$ cat config.mk
export PLATFORM = sky130hd
export DESIGN_NAME = fpr_remap
export DESIGN_NICKNAME = d
export VERILOG_FILES = /design/src/inc/fpr_pkg.sv /design/src/core/fpr_match_array.sv /design/src/core/fpr_remap.sv
export SDC_FILE = /design/constraint.sdc
export NUM_CORES = 2
export LEC_CHECK = 0
export ABC_AREA = 1
export BUFFER_PORTS_ARGS = -buffer_cell sky130_fd_sc_hd__buf_2
export CAP_MARGIN = 0
export CELL_PAD_IN_SITES_DETAIL_PLACEMENT = 1
export CELL_PAD_IN_SITES_GLOBAL_PLACEMENT = 2
export CORE_MARGIN = 1
export CORE_UTILIZATION = 35
export CTS_CLUSTER_DIAMETER = 30
export DETAILED_ROUTE_END_ITERATION = 10
export PLACE_DENSITY = 0.82
export SLEW_MARGIN = 20
export SYNTH_ARGS = -nofsm -noshare
export SYNTH_HDL_FRONTEND = slang
export SYNTH_SLANG_ARGS = --single-unit
$ cat constraint.sdc
create_clock -name clk -period 3 [get_ports clk]
set_clock_uncertainty 0.05 [all_clocks]
set_input_delay 0.6 -clock clk [delete_from_list [all_inputs] [get_ports clk]]
set_output_delay 0.6 -clock clk [all_outputs]
set_load 0.01 [all_outputs]
$ cat src/inc/fpr_pkg.sv
`default_nettype none

package fpr_pkg;

    // processor bus and match array geometry
    localparam int ADDR_W = 16;
    localparam int MATCH_W = 14;
    localparam int MATCH_LSB = 2;
    localparam int TERMS = 48;
    localparam int TERM_IDX_W = 6;
    localparam int OR_W = 8;

    // fields of the eight array outputs
    localparam int FLD_XLT_LSB = 0;
    localparam int FLD_XLT_W = 6;
    localparam int FLD_BLOCK = 6;
    localparam int FLD_CORR = 7;

    // main rom decoder
    localparam int DEC_LSB = 11;
    localparam int DEC_W = 4;
    localparam int DEC_OUTS = 16;
    localparam int DEC_EN_BIT = 15;
    localparam int DEC_SYS_FIRST = 4;
    localparam int SYS_ROMS = 12;
    localparam int DEC_PATCH_REGION = 0;

    // patch prom addressing
    localparam int PATCH_AW = 11;
    localparam int PATCH_XLT_LSB = 3;
    localparam int PATCH_SIZE_BIT = 2;

    // bank rom window
    localparam logic [ADDR_W-1:0] BANK_BASE = 16'h6000;
    localparam int BANK_AW = 11;

    // reset contents: both senses connected, so no term can fire
    localparam logic [MATCH_W-1:0] MASK_RESET = 14'h3fff;
    localparam logic [OR_W-1:0] OR_RESET = 8'h00;

    // one programming write into the match array
    typedef struct packed {
        logic [TERM_IDX_W-1:0] term;
        logic [MATCH_W-1:0] trueMask;
        logic [MATCH_W-1:0] compMask;
        logic [OR_W-1:0] orMask;
    } fpr_prog_s;

    // registered selects towards the rom sockets
    typedef struct packed {
        logic [SYS_ROMS-1:0] systemRomEnableN;
        logic [DEC_OUTS-1:0] decodeN;
        logic bankRomEnableN;
        logic patchRomEnableN;
        logic correctN;
        logic [PATCH_AW-1:0] patchAddr;
        logic [BANK_AW-1:0] bankAddr;
    } fpr_sel_s;

endpackage

`default_nettype wire

$ cat src/core/fpr_match_array.sv
`timescale 1ns/1ps
`default_nettype none

// programmable and/or plane: 48 product terms over 14 inputs, eight sums
module fpr_match_array
(
    input wire logic clk,
    input wire logic rst,
    input wire logic progWrite,
    input wire fpr_pkg::fpr_prog_s prog,
    input wire logic [fpr_pkg::MATCH_W-1:0] matchIn,
    output logic [fpr_pkg::OR_W-1:0] orOut,
    output logic [fpr_pkg::TERMS-1:0] termHit
);

    logic [fpr_pkg::MATCH_W-1:0] trueMask [fpr_pkg::TERMS];
    logic [fpr_pkg::MATCH_W-1:0] compMask [fpr_pkg::TERMS];
    logic [fpr_pkg::OR_W-1:0] orMask [fpr_pkg::TERMS];
    logic [fpr_pkg::OR_W-1:0] contrib [fpr_pkg::TERMS];

    // plane storage; a write to an index past the last term is dropped
    always_ff @(posedge clk)
    begin
        if (rst)
        begin
            for (int i = 0; i < fpr_pkg::TERMS; i++)
            begin
                trueMask[i] <= fpr_pkg::MASK_RESET;
                compMask[i] <= fpr_pkg::MASK_RESET;
                orMask[i] <= fpr_pkg::OR_RESET;
            end
        end
        else if (progWrite && (32'(prog.term) < fpr_pkg::TERMS))
        begin
            trueMask[prog.term] <= prog.trueMask;
            compMask[prog.term] <= prog.compMask;
            orMask[prog.term] <= prog.orMask;
        end
    end

    // each term fails on any connected sense that disagrees with its input
    generate
        for (genvar t = 0; t < fpr_pkg::TERMS; t++)
        begin : g_term
            assign termHit[t] = ~|((trueMask[t] & ~matchIn) | (compMask[t] & matchIn));
            assign contrib[t] = termHit[t] ? orMask[t] : '0;
        end
    endgenerate

    // or plane: every output may collect any of the 48 terms
    always_comb
    begin
        orOut = '0;
        for (int i = 0; i < fpr_pkg::TERMS; i++)
        begin
            orOut = orOut | contrib[i];
        end
    end

endmodule
`default_nettype wire

$ cat src/core/fpr_remap.sv
`timescale 1ns/1ps
`default_nettype none

// Function
// - patched address suppresses system rom, enables patch
// - 48 terms, 14 inputs either sense, 8 outputs
// - match inputs are address bits 2 to 15
// - six array outputs form patch address 3-8
// - active-low correction disables system and bank rom
// - selector feeds prom from array or raw bus
// - correction line steers selector to translated address
// - patch prom enabled by correction or region decode
// - prom bit 2 is bus bit 2 xor size
// - decoder maps bits 11-14, only with bit 15
// - spare decoder outputs select patch region, buffers
// - bank rom answers 2 KB window at 6000
// - decoder second enable drops only during correction
module fpr_remap
(
    input wire logic clk,
    input wire logic rst,
    input wire logic [fpr_pkg::ADDR_W-1:0] addrBus,
    input wire logic bankRomSelect,
    input wire logic progWrite,
    input wire fpr_pkg::fpr_prog_s prog,
    output fpr_pkg::fpr_sel_s sel,
    output logic progAck,
    output logic anyTermProgrammed
);

    logic [fpr_pkg::MATCH_W-1:0] matchIn;
    logic [fpr_pkg::OR_W-1:0] arrayOut;
    logic [fpr_pkg::TERMS-1:0] termHit;
    logic correctActive;
    logic blockSizeSelect;
    logic [fpr_pkg::FLD_XLT_W-1:0] xltAddr;
    logic decoderEnable;
    logic [fpr_pkg::DEC_W-1:0] decIndex;
    logic [fpr_pkg::DEC_OUTS-1:0] next_decodeN;
    logic patchRegionSelect;
    logic bankWindowHit;
    logic [fpr_pkg::PATCH_AW-1:0] next_patchAddr;
    fpr_pkg::fpr_sel_s next_sel;
    logic next_progAck;
    logic next_anyTermProgrammed;
    logic anyHit;
    logic [fpr_pkg::PATCH_AW-1:0] rawPatchAddr;
    logic [fpr_pkg::PATCH_AW-1:0] xltPatchAddr;
    logic next_correctN;
    logic next_bankRomEnableN;
    logic next_patchRomEnableN;
    logic termInRange;

    // the bus is driven by logic on this clock, so it is read without
    // synchronisers; one register stage keeps every select inside a cycle
    assign matchIn = addrBus[fpr_pkg::MATCH_LSB +: fpr_pkg::MATCH_W];

    fpr_match_array u_array
    (
        .clk(clk),
        .rst(rst),
        .progWrite(progWrite),
        .prog(prog),
        .matchIn(matchIn),
        .orOut(arrayOut),
        .termHit(termHit)
    );

    // hit summary; the fields only count while a programmed term fires
    assign anyHit = |termHit;

    // array output fields; with no term hit all of them read zero
    always_comb
    begin
        correctActive = anyHit && arrayOut[fpr_pkg::FLD_CORR];
        blockSizeSelect = anyHit && arrayOut[fpr_pkg::FLD_BLOCK];
        xltAddr = '0;
        if (anyHit)
        begin
            xltAddr = arrayOut[fpr_pkg::FLD_XLT_LSB +: fpr_pkg::FLD_XLT_W];
        end
    end

    // main decoder: enable one is bit 15, enable two is the correction line
    always_comb
    begin
        decIndex = addrBus[fpr_pkg::DEC_LSB +: fpr_pkg::DEC_W];
        decoderEnable = addrBus[fpr_pkg::DEC_EN_BIT] && !correctActive;
    end

    // one active-low line per decoder output; at most one is low at a time
    generate
        for (genvar y = 0; y < fpr_pkg::DEC_OUTS; y++)
        begin : g_dec
            assign next_decodeN[y] = !(decoderEnable && (32'(decIndex) == y));
        end
    endgenerate

    // the spare output y0 opens the patch prom region
    assign patchRegionSelect = !next_decodeN[fpr_pkg::DEC_PATCH_REGION];

    // bank window check guards against a stray select outside the window
    always_comb
    begin
        bankWindowHit = (addrBus[fpr_pkg::ADDR_W-1:fpr_pkg::BANK_AW]
            == fpr_pkg::BANK_BASE[fpr_pkg::ADDR_W-1:fpr_pkg::BANK_AW]);
    end

    // raw path: the bus itself, which lets a jump reach upper prom space
    always_comb
    begin
        rawPatchAddr = addrBus[fpr_pkg::PATCH_AW-1:0];
    end

    // translated path: array bits above the block, bus bits inside it;
    // the top two prom bits stay low, so in-place patches use lower space
    always_comb
    begin
        xltPatchAddr = '0;
        xltPatchAddr[fpr_pkg::PATCH_SIZE_BIT-1:0] = addrBus[fpr_pkg::PATCH_SIZE_BIT-1:0];
        xltPatchAddr[fpr_pkg::PATCH_XLT_LSB +: fpr_pkg::FLD_XLT_W] = xltAddr;
    end

    // selector steered by the correction line; bit 2 is flipped on either
    // path, and without a hit the size output is low so bus bit 2 passes
    always_comb
    begin
        next_patchAddr = rawPatchAddr;
        if (correctActive)
        begin
            next_patchAddr = xltPatchAddr;
        end
        next_patchAddr[fpr_pkg::PATCH_SIZE_BIT] =
            addrBus[fpr_pkg::PATCH_SIZE_BIT] ^ blockSizeSelect;
    end

    // correction line as seen by decoder, bank rom and selector; active low
    always_comb
    begin
        next_correctN = !correctActive;
    end

    // bank rom: its own select inside its window, silenced by a correction
    always_comb
    begin
        next_bankRomEnableN = 1'b1;
        if (bankRomSelect && bankWindowHit && !correctActive)
        begin
            next_bankRomEnableN = 1'b0;
        end
    end

    // patch prom: the correction or the spare decoder output opens it
    always_comb
    begin
        next_patchRomEnableN = !(correctActive || patchRegionSelect);
    end

    // gather the selects; the system roms hang on decoder outputs 4 to 15
    always_comb
    begin
        next_sel.decodeN = next_decodeN;
        next_sel.systemRomEnableN =
            next_decodeN[fpr_pkg::DEC_SYS_FIRST +: fpr_pkg::SYS_ROMS];
        next_sel.correctN = next_correctN;
        next_sel.bankRomEnableN = next_bankRomEnableN;
        next_sel.patchRomEnableN = next_patchRomEnableN;
        next_sel.patchAddr = next_patchAddr;
        next_sel.bankAddr = addrBus[fpr_pkg::BANK_AW-1:0];
    end

    // a term index past the last product term is dropped without an answer
    always_comb
    begin
        termInRange = 32'(prog.term) < fpr_pkg::TERMS;
    end

    // programming answer and a summary flag for field service; the flag
    // only ever sets, so erasing a term later does not clear it
    always_comb
    begin
        next_progAck = progWrite && termInRange;
        next_anyTermProgrammed = anyTermProgrammed;
        if (next_progAck && (prog.orMask != fpr_pkg::OR_RESET))
        begin
            next_anyTermProgrammed = 1'b1;
        end
    end

    // select register; every select lags its address by exactly one edge,
    // which is the single bus-cycle settle the processor allows
    always_ff @(posedge clk)
    begin
        if (rst)
        begin
            sel.systemRomEnableN <= '1;
            sel.decodeN <= '1;
            sel.bankRomEnableN <= 1'b1;
            sel.patchRomEnableN <= 1'b1;
            sel.correctN <= 1'b1;
            sel.patchAddr <= '0;
            sel.bankAddr <= '0;
        end
        else
        begin
            sel <= next_sel;
        end
    end

    // programming register group
    always_ff @(posedge clk)
    begin
        if (rst)
        begin
            progAck <= 1'b0;
            anyTermProgrammed <= 1'b0;
        end
        else
        begin
            progAck <= next_progAck;
            anyTermProgrammed <= next_anyTermProgrammed;
        end
    end

endmodule
`default_nettype wire

# Word-level counts from Yosys, hierarchy flattened
# Memory sizes are Yosys's and may differ from the RTL's.
# Cells that the tools add are included.
# totals
mem_bits_rw,1728
input_bits,62
regBits,55
output_inout_bits,55
elab_cells,433
memories,3
# memory_table
memory,words,width,read_ports,rd_clocked_by_memory_dff,write_ports,line_no,rtl
u_array.compMask,48,14,48,0,48,fpr_match_array.sv:17,logic [fpr_pkg::MATCH_W-1:0] compMask [fpr_pkg::TERMS];
u_array.trueMask,48,14,48,0,48,fpr_match_array.sv:16,logic [fpr_pkg::MATCH_W-1:0] trueMask [fpr_pkg::TERMS];
u_array.orMask,48,8,48,0,48,fpr_match_array.sv:18,logic [fpr_pkg::OR_W-1:0] orMask [fpr_pkg::TERMS];
# classes
reduce_logical,145
mux,65
bitwise_logic,193
eq_ne,16
magnitude_cmp,1
# ops
operator,n
$and 14x14->14,96
$reduce_or 14->1,50
$or 14x14->14,48
$mux 8,49
$or 8x8->8,47
$logic_not 1->1,66
$reduce_or 48->1,1
$eq 4x4->1 const B,8
$mux 14,2
$mux 6,4
$logic_and 1x1->1,23
$eq 4x3->1 const B,4
$not 14->14,1
$mux 1,9
$mux 9,1
$eq 4x2->1 const B,2
$reduce_bool 8->1,1
$reduce_or 8->1,1
$lt 6x6->1 const B,1
$eq 5x4->1 const B,1
$eq 4x1->1 const B,1
$logic_not 4->1,1
$reduce_or 2->1,1
$logic_or 1x1->1,1
$xor 1x1->1,1

# Logic depth before layout (Yosys ltp)
# depth
ltp_word,58
ltp_mapped,21
depth_no_buf,18

# Cells and area by module
# From an unflattened synthesis, not the netlist that was laid out.
# unflattened
hier_cells,7693
hier_area_um2,76493.4
# modules_own_cells
module,seq_area_each_um2,instances,area_per_inst_um2,cells_each
fpr_match_array,51889.8,1,74858.0,7480
fpr_remap,820.8,1,1635.3,213

# Worst setup path before layout
# Ideal clock, no wire load.
# synth_path
kind,input -> register
from,in rst
to,"mem u_array.compMask[13][0] (netlist name), enable pin"
arrival_ns,2.566
n_path_buf,1
slack_ns,-0.009
required_time_ns,2.556
setup_time_ns,0.394
stages,8
cell_sequence,clkbuf_1 -> inv_2 -> nand3_2 -> inv_1 -> nand4_1 -> nor2_1 -> clkinv_1 -> nand2_1
# synth_lines
element,line_no,rtl
start: declaration,fpr_remap.sv:21,"input wire logic rst,"
end: declaration,fpr_match_array.sv:17,

==> results by group <==
Setup path
  – Critical path class: flop to flop
  – Most frequent CP cell: nand2_1
  – WP data arrival: ~3.6 ns
  – Crit. End Element: flop
  – FF-to-FF setup slack: 0.22 ns
  – CP max FO: 4
  – Slowest cell delay on critical path: around 0.36 ns
  – CP startpoint kind: flop
  – Crit-path cells: nand2_1, nand2_1, nor2_1, buf_4, nand2_1, nor2_1, buf_4, nand3_1, nand2_1, nor2_1, buf_4, nand2_1, nor2_1, nand2_1, nor2_1, buf_4, nand2_1, nand2_1, inv_1
  – Slowest-stage cell, CP: edfxtp_1
  – Worst Path Required: 3.85 ns

Logic synthesis
  – Area share of the largest cell type after synthesis: 68.2%
  – Dominant cell type by area after synthesis: edfxtp_1
  – Synth Net Count: 7641
  – Synth Area per Inst: ~10 um^2
  – Cell count after synthesis: 7579
  – Synth Warn #: 0
  – Sequential area share after synthesis: 69.3%
  – Yosys reg bits: 1769
  – Mapped cell area: 76100 um^2
  – Library cells used by synthesis: 28
  – Synth area leaders: edfxtp_1 68%, nand2_1 18%, nor2_1 4.3%

Clock network
  – TritonCTS buffer count: 428
  – CTS resizes: 0
  – # clock sinks: about 1800
  – CTS tree: done
  – Clock Latency Late Sink: 0.98 ns
  – Clock-pin slew on the worst setup and hold paths: 0.05 ns
  – H-tree depth: 5
  – Cts hold-fix bufs: 7
  – Post-CTS Setup Bufs: 0
  – Clock tree buffer depth: 4
  – CTS Root Cell: clkbuf_16

Place
  – Final GP Congestion: 1.00
  – HPWL after DPL: about 190000 um
  – Port bufs: 116

Detailed routing
  – Final ANT Viol Nets: 0
  – Vias per inst: 5.31
  – WL met1: ~120000 um
  – DR WL met2: 148000 um
  – TritonRoute pass-1 iters: 7
  – Met3 wire len: 24500 um
  – Routed WL: about 300000 um
  – DR WL/cell: 26.9 um
  – Post-route DRC: 0
  – Top Metal Used: met5
  – Number of DRC markers in iteration 0: between 6000 and 7000
  – Via count: 60700

Pwr
  – P per Cell Area: 794 nW/um^2
  – Peak supply drop: approximately 0.00048 V
  – Internal: between 60 and 70 mW
  – Lkg Pwr: 38.7 nW
  – Sw Pwr: 17.9 mW
  – Clock power frac: roughly 58%
  – Sequential power share: 36.9%
  – Comb pwr share: 5.4%
  – Switch share: 22.9%

Global routing
  – First-pass GRT wire length: 437000 um
  – Global-route usage over all layers: 27.9%
  – Vias in the first global route: 62600
  – Largest net degree at the start of global routing: 55
  – Grt ovf: 0
  – Antenna violations before repair: 11

Timing
  – Max Fclk: between 300 and 400 MHz
  – Worst Tran Pin Value: between 0.9 and 1 ns
  – Worst slew margin: around 34%
  – Final hold violation count: 0
  – Fin crit share: 92.7%
  – Final min period: around 2.8 ns
  – Final Slew Violations: 0
  – Final setup violating endpoints: 0
  – Fin Hold WS: 0.0587 ns
  – Unrepaired setup endpoints after global routing: false

Worst hold path
  – Hold WC Path Type: input pin to flop

Floorplanning
  – Die footprint: 219000 um^2
  – Core box area: 215000 um^2
  – Num ports: 117
  – FP Rows: 170
  – Initial Utilization: 35.3%
  – Die height: 468 um
  – Chip Width: about 470 um

Layout
  – Layout cell share with drive strength beyond 1: 18.2%
  – Area Growth Syn to Fin: 29.3%
  – Fill count: ~23000
  – Layout Utilization: 45.7%
  – Nets: 8316

Run
  – Max cap viols: 0

Run status
  – Status: finished, final reports clean
-- cell families (layout without fill, tap and decap cells) --
family,Yosys count,in the layout,synth area share [%]
simple gates,5170,5170,26.8
flops,1769,1769,69.3
buf+inv,634,1649,3.91
compound gates,6,6,0.0395
other cells,0,8,0
-- path summary, 6_finish.rpt --
path / from / end / cells after the start
max: u_array.compMask[33][5]$_SDFFCE_PN1P_ / sel[14]$_SDFF_PP0_ / 19
min: rst / sel[12]$_SDFF_PP0_ / 3
max reg2reg: u_array.compMask[33][5]$_SDFFCE_PN1P_ / sel[14]$_SDFF_PP0_ / 19
min reg2reg: anyTermProgrammed$_SDFFE_PP0P_ / anyTermProgrammed$_SDFFE_PP0P_ / 2
-- cell usage after synthesis --
master / n
and2_1: 8
buf_1: 41
buf_2: 175
buf_4: 44
buf_6: 27
clkbuf_1: 202
clkinv_1: 44
dfxtp_1: 41
edfxtp_1: 1728
inv_1: 81
inv_2: 18
inv_4: 2
nand2_1: 3740
nand2_2: 1
nand2_4: 1
nand3_1: 344
nand3_2: 1
nand3_4: 1
nand4_1: 92
nor2_1: 879
nor2_2: 81
nor2_4: 3
nor3_1: 12
nor3b_1: 1
o21ai_0: 5
o21ai_1: 1
or2_1: 1
or2_2: 5
-- power by group through the flow --
| stage | Combinational, mW | Clock [mW] | Sequential (mW) |
|---|---|---|---|
| 5_1_grt | 4.40 | 46.6 | 28.9 |
| 4_1_cts | 4.16 | 45.4 | 28.8 |
| 3_3_place_gp | 4.02 | 0 | 29.1 |
| 6_report | 4.19 | 45.1 | 28.8 |
| 3_5_place_dp | 4.10 | 0 | 29.2 |
| 2_1_floorplan | 1.91 | 0 | 29.1 |
-- placed cells by master (no fill, tap or decap), drive strengths merged --
master and instances:
clkinvlp 25, nor2 963, inv 79, buf 727, edfxtp 1728, clkinv 269, nand3 346, or2 6
diode 8, nor3b 1, nor3 12, dfxtp 41, nand4 92, o21ai 6, clkbuf 489, dlygate4sd3 7
nand2 3742, bufinv 53, and2 8
-- cell type report --
cell class	count	area, um^2	area share, %
multi-input combinational	5176	20500	20.9
inverter	145	599	0.609
tap	2838	3550	3.61
clock buffer	489	11100	11.3
timing repair buffer	734	7010	7.13
clock inverter	281	2850	2.90
antenna	8	20.0	0.0203
sequential	1769	52700	53.6
-- through the flow --
step	instance area, um^2	setup TNS (ns)	instances	total power, mW	worst slack, ns
6_report	98400	0	11400	78.1	0.219
2_1_floorplan	76100	0	7579	31.0	0.0796
3_5_place_dp	84300	-46.25	10700	33.3	-0.708
3_3_place_gp	84300	-19.83	10700	33.1	-0.759
4_1_cts	98400	0	11400	78.3	0.201
5_1_grt	98400	0	11400	79.8	0.0729
-- state kept, by name, indices dropped and copies added (netlist names) --
| name | count |
|---|---|
| u_array.orMask | 384 |
| anyTermProgrammed | 1 |
| u_array.compMask | 672 |
| u_array.trueMask | 672 |
| progAck | 1 |
| sel | 39 |
-- layer usage --
metal	vias to the layer above	track usage, %
li1	26200	-
met1	31100	35.7
met2	2695	46.2
met3	704	4.83
met4	6	12.4
met5	-	0
-- worst max-delay path: cells and delay by family, from the launching register on --
kind                   cells  cell delay (ns)
AND/OR/NAND/NOR           14             1.59
buffers and inverters      5             0.68
flip-flops                 1             0.36
No activity file was read; power rests on OpenSTA's default activity.
